--- src/pscb_pkg.sv ---
// Purpose: Shared constants and types for the status and buck control bank
// Assumes: 8-bit registers on an internal register port
// Notes: Reset codes for the controller registers come from parameters
package pscb_pkg;
  localparam logic [7:0] PSCB_ADDR_DIE_TEMP = 8'h04;
  localparam logic [7:0] PSCB_ADDR_SHDN_CAUSE = 8'h05;
  localparam logic [7:0] PSCB_ADDR_CTRL1 = 8'h20;
  localparam logic [7:0] PSCB_ADDR_CTRL2 = 8'h21;
  localparam logic [7:0] PSCB_ADDR_CTRL3 = 8'h22;
  localparam logic [7:0] PSCB_ADDR_IRQ = 8'h02;
  localparam logic [7:0] PSCB_ADDR_FAULT1 = 8'hB2;
  localparam logic [7:0] PSCB_ADDR_FAULT2 = 8'hB3;
  localparam int PSCB_BIT_DIE_HOT = 0;
  localparam int PSCB_BIT_CRIT = 0;
  localparam int PSCB_BIT_RAIL = 1;
  localparam int PSCB_BIT_UV = 2;
  localparam int PSCB_BIT_COLD = 3;
  localparam int PSCB_BIT_SHDN_EVT = 3;
  localparam int PSCB_BIT_DECAY = 0;
  localparam logic [3:0] PSCB_CAUSE_RESET = 4'h0;
  localparam logic [7:0] PSCB_ZERO8 = 8'h00;
  localparam logic [6:0] PSCB_ZERO7 = 7'h00;
  localparam logic [15:0] PSCB_ZERO16 = 16'h0000;
  localparam logic [3:0] PSCB_ZERO4 = 4'h0;
  localparam int PSCB_BYTE_W = 8;
  localparam int PSCB_CAUSE_W = 4;
  localparam int PSCB_MAP_W = 16;

  typedef struct packed {
    logic wr;
    logic rd;
    logic [7:0] addr;
    logic [7:0] wdata;
  } pscb_req_t;

  typedef struct packed {
    logic [6:0] code;
    logic decay_passive;
  } pscb_ctrl_t;

  typedef struct packed {
    logic critical_heat;
    logic rail_fault;
    logic supply_undervoltage;
    logic [15:0] rail_fault_map;
  } pscb_event_t;
endpackage : pscb_pkg

--- src/pscb_ctrl_reg.sv ---
// Purpose: One controller voltage-code and decay-mode register
// Assumes: Write strobe already decoded for this register
// Notes: Reports a downward code move and how it should be carried out
`timescale 1ns/1ps
module pscb_ctrl_reg #(
  parameter logic [7:0] RESET_VALUE = 8'h00
) (
  input wire logic ref_clk_in,
  input wire logic rst_n_in,
  input wire logic wr_in,
  input wire logic [7:0] wdata_in,
  output pscb_pkg::pscb_ctrl_t ctrl_out,
  output logic slew_down_out,
  output logic decay_down_out
);
  import pscb_pkg::*;
  pscb_ctrl_t ctrl;
  pscb_ctrl_t next_ctrl;
  logic going_down;
  assign next_ctrl = wr_in ? pscb_ctrl_t'(wdata_in) : ctrl;
  // Lower code only; decay bit taken from the same write, not the stored one
  assign going_down = wr_in && (wdata_in[7:1] < ctrl.code);
  always_ff @(posedge ref_clk_in) begin
    if (!rst_n_in) begin
      ctrl <= pscb_ctrl_t'(RESET_VALUE);
      slew_down_out <= 1'b0;
      decay_down_out <= 1'b0;
    end else begin
      ctrl <= next_ctrl;
      slew_down_out <= going_down && !wdata_in[PSCB_BIT_DECAY];
      decay_down_out <= going_down && wdata_in[PSCB_BIT_DECAY];
    end
  end
  assign ctrl_out = ctrl;
endmodule : pscb_ctrl_reg

--- src/pscb_bank.sv ---
// Purpose: Status, shutdown cause and buck control register bank
// Assumes: Register port is decoded upstream from the serial host link
// Notes: Read data is registered, valid one cycle after the read strobe
// Function
// - Bit 0 of status shows die hot
// - Device sets cause flags; host writes one clears
// - Cold-off cause flag never set, reads zero
// - Supply undervoltage shutdown sets cause bit 2
// - Unmasked rail fault shutdown sets cause bit 1
// - Record faulting rails at 0xB2 and 0xB3
// - Critical temperature shutdown sets cause bit 0
// - Any cause set also sets shutdown indicator
// - First controller code from bits 7:1
// - Second controller code from bits 7:1
// - Decay bit zero: actively slew down
// - Decay bit one: passive decay down
// - Shutdown indicator bit 3, write one clears
// - Indicator held while any cause remains set
`timescale 1ns/1ps
module pscb_bank #(
  parameter logic [7:0] CTRL1_RESET = 8'h00,
  parameter logic [7:0] CTRL2_RESET = 8'h00,
  parameter logic [7:0] CTRL3_RESET = 8'h00
) (
  input wire logic ref_clk_in,
  input wire logic rst_n_in,
  input pscb_pkg::pscb_req_t req_in,
  input pscb_pkg::pscb_event_t event_in,
  input wire logic die_hot_in,
  output logic [7:0] rdata_out,
  output logic rvalid_out,
  output pscb_pkg::pscb_ctrl_t first_ctrl_out,
  output pscb_pkg::pscb_ctrl_t second_ctrl_out,
  output logic first_slew_down_out,
  output logic first_decay_down_out,
  output logic second_slew_down_out,
  output logic second_decay_down_out,
  output logic third_decay_mode_out,
  output logic shutdown_event_indicator_out
);
  import pscb_pkg::*;

  // Address match used by the write decoder; the read mux decodes in its own case
  function automatic logic addr_is(input pscb_req_t r, input logic [7:0] a);
    addr_is = (r.addr == a);
  endfunction : addr_is

  function automatic logic wr_hit(input pscb_req_t r, input logic [7:0] a);
    wr_hit = r.wr && addr_is(r, a);
  endfunction : wr_hit

  // One flag placed in an otherwise zero byte; reserved bits read zero
  function automatic logic [7:0] lone_bit(input logic v, input int pos);
    lone_bit = PSCB_ZERO8;
    lone_bit[pos] = v;
  endfunction : lone_bit

  logic [PSCB_CAUSE_W-1:0] shutdown_cause;
  logic [PSCB_CAUSE_W-1:0] next_cause;
  logic [PSCB_CAUSE_W-1:0] cause_set;
  logic [PSCB_CAUSE_W-1:0] cause_clr;

  logic shdn_evt;
  logic next_shdn_evt;
  logic evt_clr_req;
  logic any_cause_set;
  logic any_cause_left;

  logic [PSCB_MAP_W-1:0] fault_map;
  logic [PSCB_MAP_W-1:0] next_fault_map;
  logic [7:0] third_ctrl;
  logic [7:0] next_third_ctrl;

  logic [7:0] read_mux;
  logic [7:0] next_rdata;
  logic next_rvalid;
  logic wr_c1;
  logic wr_c2;
  logic wr_c3;
  logic wr_cause;
  logic wr_irq;

  logic [7:0] die_temp_byte;
  logic [7:0] cause_byte;
  logic [7:0] irq_byte;
  logic [7:0] fault_lo_byte;
  logic [7:0] fault_hi_byte;
  pscb_ctrl_t c1;
  pscb_ctrl_t c2;

  // Register write strobes
  assign wr_c1 = wr_hit(req_in, PSCB_ADDR_CTRL1);
  assign wr_c2 = wr_hit(req_in, PSCB_ADDR_CTRL2);
  assign wr_c3 = wr_hit(req_in, PSCB_ADDR_CTRL3);
  assign wr_cause = wr_hit(req_in, PSCB_ADDR_SHDN_CAUSE);
  assign wr_irq = wr_hit(req_in, PSCB_ADDR_IRQ);

  assign cause_set[PSCB_BIT_CRIT] = event_in.critical_heat;
  assign cause_set[PSCB_BIT_RAIL] = event_in.rail_fault;
  assign cause_set[PSCB_BIT_UV] = event_in.supply_undervoltage;
  assign cause_set[PSCB_BIT_COLD] = 1'b0;
  // Only ones clear; zeros leave flags alone
  assign cause_clr = wr_cause ? req_in.wdata[PSCB_CAUSE_W-1:0] : PSCB_ZERO4;
  // Set beats a same-cycle clear so no shutdown is lost
  assign next_cause = cause_set | (shutdown_cause & ~cause_clr);

  assign any_cause_set = |cause_set;
  assign any_cause_left = |next_cause;
  assign evt_clr_req = wr_irq && req_in.wdata[PSCB_BIT_SHDN_EVT];
  // Clear refused while any cause stays pending; host clears causes first
  assign next_shdn_evt = any_cause_set || any_cause_left || (shdn_evt && !evt_clr_req);

  // Rail map captured with the fault shutdown, kept until the next one
  assign next_fault_map = event_in.rail_fault ? event_in.rail_fault_map : fault_map;
  // Third controller kept as a plain byte; only its decay bit drives a bank output port, the whole byte reads back at 0x22
  assign next_third_ctrl = wr_c3 ? req_in.wdata : third_ctrl;

  // Hot flag is a level from the sensor path, read live
  assign die_temp_byte = lone_bit(die_hot_in, PSCB_BIT_DIE_HOT);
  assign cause_byte = 8'(shutdown_cause);
  assign irq_byte = lone_bit(shdn_evt, PSCB_BIT_SHDN_EVT);
  assign fault_lo_byte = fault_map[PSCB_BYTE_W-1:0];
  assign fault_hi_byte = fault_map[PSCB_MAP_W-1:PSCB_BYTE_W];

  always_comb begin
    read_mux = PSCB_ZERO8;
    case (req_in.addr)
      PSCB_ADDR_DIE_TEMP: read_mux = die_temp_byte;
      PSCB_ADDR_SHDN_CAUSE: read_mux = cause_byte;
      PSCB_ADDR_IRQ: read_mux = irq_byte;
      PSCB_ADDR_CTRL1: read_mux = c1;
      PSCB_ADDR_CTRL2: read_mux = c2;
      PSCB_ADDR_CTRL3: read_mux = third_ctrl;
      PSCB_ADDR_FAULT1: read_mux = fault_lo_byte;
      PSCB_ADDR_FAULT2: read_mux = fault_hi_byte;
      default: read_mux = PSCB_ZERO8;
    endcase
  end

  // Read data holds until the next read; unmapped reads give zero
  assign next_rdata = req_in.rd ? read_mux : rdata_out;
  assign next_rvalid = req_in.rd;

  // Synchronous reset on every register
  always_ff @(posedge ref_clk_in) begin
    if (!rst_n_in) begin
      shutdown_cause <= PSCB_CAUSE_RESET;
    end else begin
      shutdown_cause <= next_cause;
    end
  end

  always_ff @(posedge ref_clk_in) begin
    if (!rst_n_in) begin
      shdn_evt <= 1'b0;
    end else begin
      shdn_evt <= next_shdn_evt;
    end
  end

  always_ff @(posedge ref_clk_in) begin
    if (!rst_n_in) begin
      fault_map <= PSCB_ZERO16;
    end else begin
      fault_map <= next_fault_map;
    end
  end

  always_ff @(posedge ref_clk_in) begin
    if (!rst_n_in) begin
      third_ctrl <= CTRL3_RESET;
    end else begin
      third_ctrl <= next_third_ctrl;
    end
  end

  always_ff @(posedge ref_clk_in) begin
    if (!rst_n_in) begin
      rdata_out <= PSCB_ZERO8;
    end else begin
      rdata_out <= next_rdata;
    end
  end

  always_ff @(posedge ref_clk_in) begin
    if (!rst_n_in) begin
      rvalid_out <= 1'b0;
    end else begin
      rvalid_out <= next_rvalid;
    end
  end

  pscb_ctrl_reg #(.RESET_VALUE(CTRL1_RESET)) u_first (
    .ref_clk_in(ref_clk_in),
    .rst_n_in(rst_n_in),
    .wr_in(wr_c1),
    .wdata_in(req_in.wdata),
    .ctrl_out(c1),
    .slew_down_out(first_slew_down_out),
    .decay_down_out(first_decay_down_out)
  );

  pscb_ctrl_reg #(.RESET_VALUE(CTRL2_RESET)) u_second (
    .ref_clk_in(ref_clk_in),
    .rst_n_in(rst_n_in),
    .wr_in(wr_c2),
    .wdata_in(req_in.wdata),
    .ctrl_out(c2),
    .slew_down_out(second_slew_down_out),
    .decay_down_out(second_decay_down_out)
  );

  assign first_ctrl_out = c1;
  assign second_ctrl_out = c2;
  assign third_decay_mode_out = third_ctrl[PSCB_BIT_DECAY];
  assign shutdown_event_indicator_out = shdn_evt;
endmodule : pscb_bank

--- config.mk ---
export PLATFORM = sky130hd
export DESIGN_NAME = pscb_bank
export DESIGN_NICKNAME = d
export VERILOG_FILES = /design/src/pscb_pkg.sv /design/src/pscb_ctrl_reg.sv /design/src/pscb_bank.sv
export SDC_FILE = /design/constraint.sdc
export NUM_CORES = 1
export LEC_CHECK = 0
export BUFFER_PORTS_ARGS = -buffer_cell sky130_fd_sc_hd__buf_4
export CORE_ASPECT_RATIO = 0.5
export CORE_MARGIN = 2
export CORE_UTILIZATION = 45
export CTS_BUF_LIST = sky130_fd_sc_hd__clkbuf_8
export DETAILED_ROUTE_END_ITERATION = 8
export MAX_ROUTING_LAYER = met4
export PLACE_DENSITY = 0.73
export RECOVER_POWER = 25
export SYNTH_ARGS = -nofsm -noshare
export SYNTH_HDL_FRONTEND = slang
export SYNTH_HIERARCHICAL = 1
export SYNTH_SLANG_ARGS = --single-unit
--- constraint.sdc ---
create_clock -name ref_clk_in -period 2.65 [get_ports ref_clk_in]
set_input_delay 0.1325 -clock ref_clk_in [delete_from_list [all_inputs] [get_ports ref_clk_in]]
set_output_delay 0.1325 -clock ref_clk_in [all_outputs]
set_load 0.05 [all_outputs]
* Yosys cells after proc, flatten, opt, wreduce, memory -nomap -nowiden *
Index checks and enable logic that the tools add are counted.

word-level totals
  bits of input ports = 40
  word-level logic and storage cells = 48
  output and inout bits = 31
  register bits after elaboration = 58

operators by class
  mux-type cells = 2
  equality and inequality tests = 8
  magnitude comparators = 2
  bitwise operators = 3
  reductions and logical operators = 19

operators with widths
  cell                  count
  $pmux W8 S8           1
  $eq A8 B6 Y1 const B  3
  $eq A8 B3 Y1 const B  2
  $eq A8 B8 Y1 const B  2
  $lt A7 B7 Y1          2
  $logic_and A1 B1 Y1   13
  $eq A8 B2 Y1 const B  1
  $and A4 B4 Y4         1
  $mux W4               1
  $not A4 Y4            1
  $or A3 B4 Y4          1
  $reduce_or A4 Y1      1
  $reduce_or A3 Y1      1
  $logic_not A1 Y1      2
  $logic_or A1 B1 Y1    2

* Longest topological paths before layout *
  depth in word-level cells = 9
  mapped depth = 8
  mapped depth without buffers = 6

* Cells and area by module *
The synthesis kept the hierarchy.

modules (own cells, without submodules)
  module         times used  cells each  area each (um^2)  sequential area each (um^2)
  pscb_bank      1           218         1883.1            760.7
  pscb_ctrl_reg  2           53          514.2             200.2

* Worst setup path after synthesis *
Ideal clock, no wire load.

  kind = input -> register
  start = in req_in[12] in the netlist's numbering
  end = reg u_first.slew_down_out
  stages on the path = 8
  slack = 0.605 ns
  data required time = 2.564 ns
  library setup time = 0.086 ns
  buffers on the path = 2
  arrival time = 1.959 ns
  cells stage by stage = or4b_4 or4_4 buf_6 nor2_1 buf_6 and3b_1 o211ai_1 a211oi_1

on the way
  cells in the longest elaborated chain, start to end = 4

RTL lines
  item                    line                 source
  start: declaration      pscb_bank.sv:27      input pscb_pkg::pscb_req_t req_in,
  $eq A8 B6 Y1            pscb_bank.sv:45      addr_is = (r.addr == a);
  $logic_and A1 B1 Y1     pscb_bank.sv:49      wr_hit = r.wr && addr_is(r, a);
  named net wr_c1         pscb_bank.sv:77      logic wr_c1;
  $logic_and A1 B1 Y1     pscb_ctrl_reg.sv:22  assign going_down = wr_in && (wdata_in[7:1] < ctrl.code);
  $logic_and A1 B1 Y1     pscb_ctrl_reg.sv:30  slew_down_out <= going_down && !wdata_in[PSCB_BIT_DECAY];
  end signal: assignment  pscb_ctrl_reg.sv:30
  end: declaration        pscb_ctrl_reg.sv:13  output logic slew_down_out,

The timed path passes the listed nets, and every way through them passes these cells.
A chain may end at the register's enable or synchronous reset.

* Worst setup path in the final report *
  start = in req_in[12] in the netlist's numbering
  end = reg u_first.decay_down_out

on the way
  cells in the longest elaborated chain, start to end = 4

RTL lines
  item                    line                 source
  $eq A8 B6 Y1            pscb_bank.sv:45
  $logic_and A1 B1 Y1     pscb_bank.sv:49
  named net wr_c1         pscb_bank.sv:77
  $logic_and A1 B1 Y1     pscb_ctrl_reg.sv:22
  $logic_and A1 B1 Y1     pscb_ctrl_reg.sv:31  decay_down_out <= going_down && wdata_in[PSCB_BIT_DECAY];
  end signal: assignment  pscb_ctrl_reg.sv:31
  end: declaration        pscb_ctrl_reg.sv:14  output logic decay_down_out

The timed path passes the listed nets, and every way through them passes these cells.

==> results.json <==
{
  "tns_ns": 0,
  "cts_sinks": 58,
  "fin_nets": 448,
  "cellLeakagePower_nw": 1.476,
  "syn_inst": 324,
  "num_vias": 2634,
  "endpoint_kind": "register",
  "grt_max_degree": 29,
  "grt_pass1_vias": 2480,
  "io_buffers": 70,
  "design.die.area_sq_um": 7168,
  "synth_seq_cells": 58,
  "fmax_ghz": 0.5255,
  "report.final.slew_viol_count": 0,
  "yosysUniqueCellTypes": 49,
  "dr.pass1.iters": 4,
  "initial_core_util_pct": 47.30,
  "powerDensity_nw_per_um2": 502.8,
  "ir_drop_uv": 502.7,
  "grtUsageTotal_pct": 23.37,
  "status": "completed",
  "rsz0062_at_grt": "false",
  "cts.path.max_buffers": 2,
  "dp_hpwl_microns": 5782,
  "clk_latency_ns": 0.35,
  "tightestPinTransition_ns": 1.157,
  "clk_pin_slew_worst_paths_ns": 0.06,
  "rows": 20,
  "place_area_sq_um": 3497,
  "hp-start": "event_in[18]",
  "crit_type": "in2reg",
  "syn-cell-area_sq_um": 2912,
  "final_cells": 489,
  "synth_commonest_cells": "58 x dfxtp_1, 38 x mux2i_1, 33 x nand2_1, 31 x nor2_1, 23 x nor2b_1",
  "cts_tree": "yes",
  "synth.most_common_cell": "dfxtp_1",
  "setup_viol": 0,
  "grt_first_pass_wirelength_microns": 12360,
  "grt-ovfl-total": 0,
  "path_cells": "buf_4 -> or4b_4 -> or4_4 -> nor2_1 -> and3b_1 -> o211ai_1 -> a211oi_1",
  "drt-initial-drc-count": 171,
  "async_flop_share_pct": 0,
  "syn2layout_area_growth_pct": 25.53,
  "cpMaxStageDelayCell": "or4b_4",
  "fin_crit_ns": 1.903,
  "synth_area_per_cell_sq_um": 8.986,
  "synth_nets": 376,
  "max_stage_delay_ns": 0.58,
  "yosys_warnings": 6,
  "path_buf_inv": 1,
  "ctsRootBufferMaster": "clkbuf_8",
  "synth-edff-count": 0,
  "antenna_found_initial": 0,
  "worst-endpoint-arrival_ns": 2.16,
  "path_max_fanout": 8,
  "fill_cells": 577,
  "r2r_start": "u_second/ctrl_out[3]",
  "fin_area_sq_um": 3655,
  "hold_buffers": 0,
  "crit_path_start": "req_in[12]",
  "multi_input_area_sq_um": 1610,
  "drt_wl_total_microns": 7727,
  "ant_nets": 0,
  "drc": 0,
  "crit_required_ns": 2.90,
  "wl_per_cell_microns": 15.80,
  "synth_area_leaders": "dfxtp_1 40%, mux2i_1 13%, ha_1 5.2%",
  "ctsResizeCount": 0,
  "cts_max_level": 3,
  "crit_family": "simple AND/OR/NAND/NOR gates",
  "via_per_inst": 5.387,
  "critPathLaunchType": "primary input",
  "ys.flop_type": "dfxtp_1",
  "skew_ns": 0.008084,
  "insertedDiodeCount": 0,
  "io_pins": 71,
  "die_w_microns": 117.8,
  "die_h_microns": 60.88,
  "seq_area_frac_synth_pct": 39.88,
  "gp_congestion": 0.8367,
  "slew_headroom_pct": 22.86,
  "synth_top_area_share_pct": 39.88,
  "ff_latch_area_sq_um": 1161,
  "drive_above_1_share_pct": 22.44,
  "core_area_sq_um": 6156,
  "fin_crit_sh_pct": 71.81,
  "cts-buffers-inserted": 9,
  "min_path_type": "in2reg",
  "max_cap_violations": 0,
  "final-hold-violation-count": 0,
  "dp_cells": 473,
  "cts_setup_buffers": 0,
  "yosys.area.top_type": "dfxtp_1"
}
==> cell families after synthesis <==
logic type	Yosys count	share of synthesized area, %
compound gates	63	14.44
buf+inv	29	4.813
flops	58	39.88
mux	42	14.61
simple gates	120	21.10
fa+ha+maj	12	5.157
==> power by group <==
group | switching (mW) | internal, mW | total, mW
registers | 0.0129 | 0.892 | 0.905
logic | 0.108 | 0.0859 | 0.194
clock network | 0.334 | 0.405 | 0.739
total | 0.455 | 1.38 | 1.84
==> final cells by class <==
class                           instances  share of cell area [%]
Inverter                               16                   1.643
Clock buffer                           12                   4.519
Tap cell                               88                   3.013
Multi-Input combinational cell        237                   44.06
Sequential cell                        58                   31.77
Timing Repair Buffer                   74                   14.48
Clock inverter                          4                  0.5135
==> sequential cells by signal (all words and copies together), names as in the netlist <==
register                      count
third_ctrl                        8
u_second/slew_down_out            1
rdata_out                         8
shutdown_cause                    4
u_first/decay_down_out            1
u_second/ctrl_out                 8
u_second/decay_down_out           1
shutdown_event_indicator_out      1
u_first/ctrl_out                  8
rvalid_out                        1
u_first/slew_down_out             1
fault_map                        16
==> cell usage in the layout, fill, tap and decap left out, types with 4 or more instances in the layout <==
| cell type | instances |
|---|---|
| a211oi_1 | 7 |
| a21oi_1 | 18 |
| a22oi_1 | 8 |
| buf_4 | 67 |
| clkbuf_1 | 7 |
| clkbuf_8 | 12 |
| dfxtp_1 | 58 |
| ha_1 | 12 |
| inv_1 | 19 |
| mux2_2 | 4 |
| mux2i_1 | 38 |
| nand2_1 | 33 |
| nand3_1 | 8 |
| nor2_1 | 31 |
| nor2b_1 | 23 |
| o21ai_0 | 10 |
==> worst paths after layout <==
kind / end / slack, ns / cells past startpoint
hold reg to reg: rdata_out[0] / 0.46 / 2
hold / removal: shutdown_cause[0] / 0.01 / 3
setup / recovery: u_first/decay_down_out / 0.75 / 7
setup reg to reg: u_second/decay_down_out / 1.32 / 5
==> tightest hold or removal path: stages <==
cell	delay (ns)
buf_4	0.08
a21oi_1	0.04
nor2_1	0.07
==> metrics by stage <==
step | power (mW) | utilization [%] | hold slack [ns] | setup slack (ns)
after floorplan | 1.017 | - | 0.2053 | 0.6053
after global placement | 1.112 | 56.81 | 0.3627 | 0.5120
after detailed placement | 1.117 | 56.81 | 0.3655 | 0.4021
after CTS | 1.855 | 59.80 | 0.003624 | 0.7676
after global routing | 1.908 | 59.37 | 0.02257 | 0.6941
final | 1.838 | 59.37 | 0.01324 | 0.7471
==> per-layer routing <==
| metal | vias to the layer above | track usage, % | share of wire, % |
|---|---|---|---|
| met4 | 0 | 6.885 | 0.74 |
| li1 | 1298 | - | - |
| met3 | 6 | 6.391 | 6.5 |
| met5 | - | - | 0 |
| met1 | 1255 | 31.14 | 49 |
| met2 | 75 | 35.05 | 44 |
No activity file was read; power rests on OpenSTA's default activity.
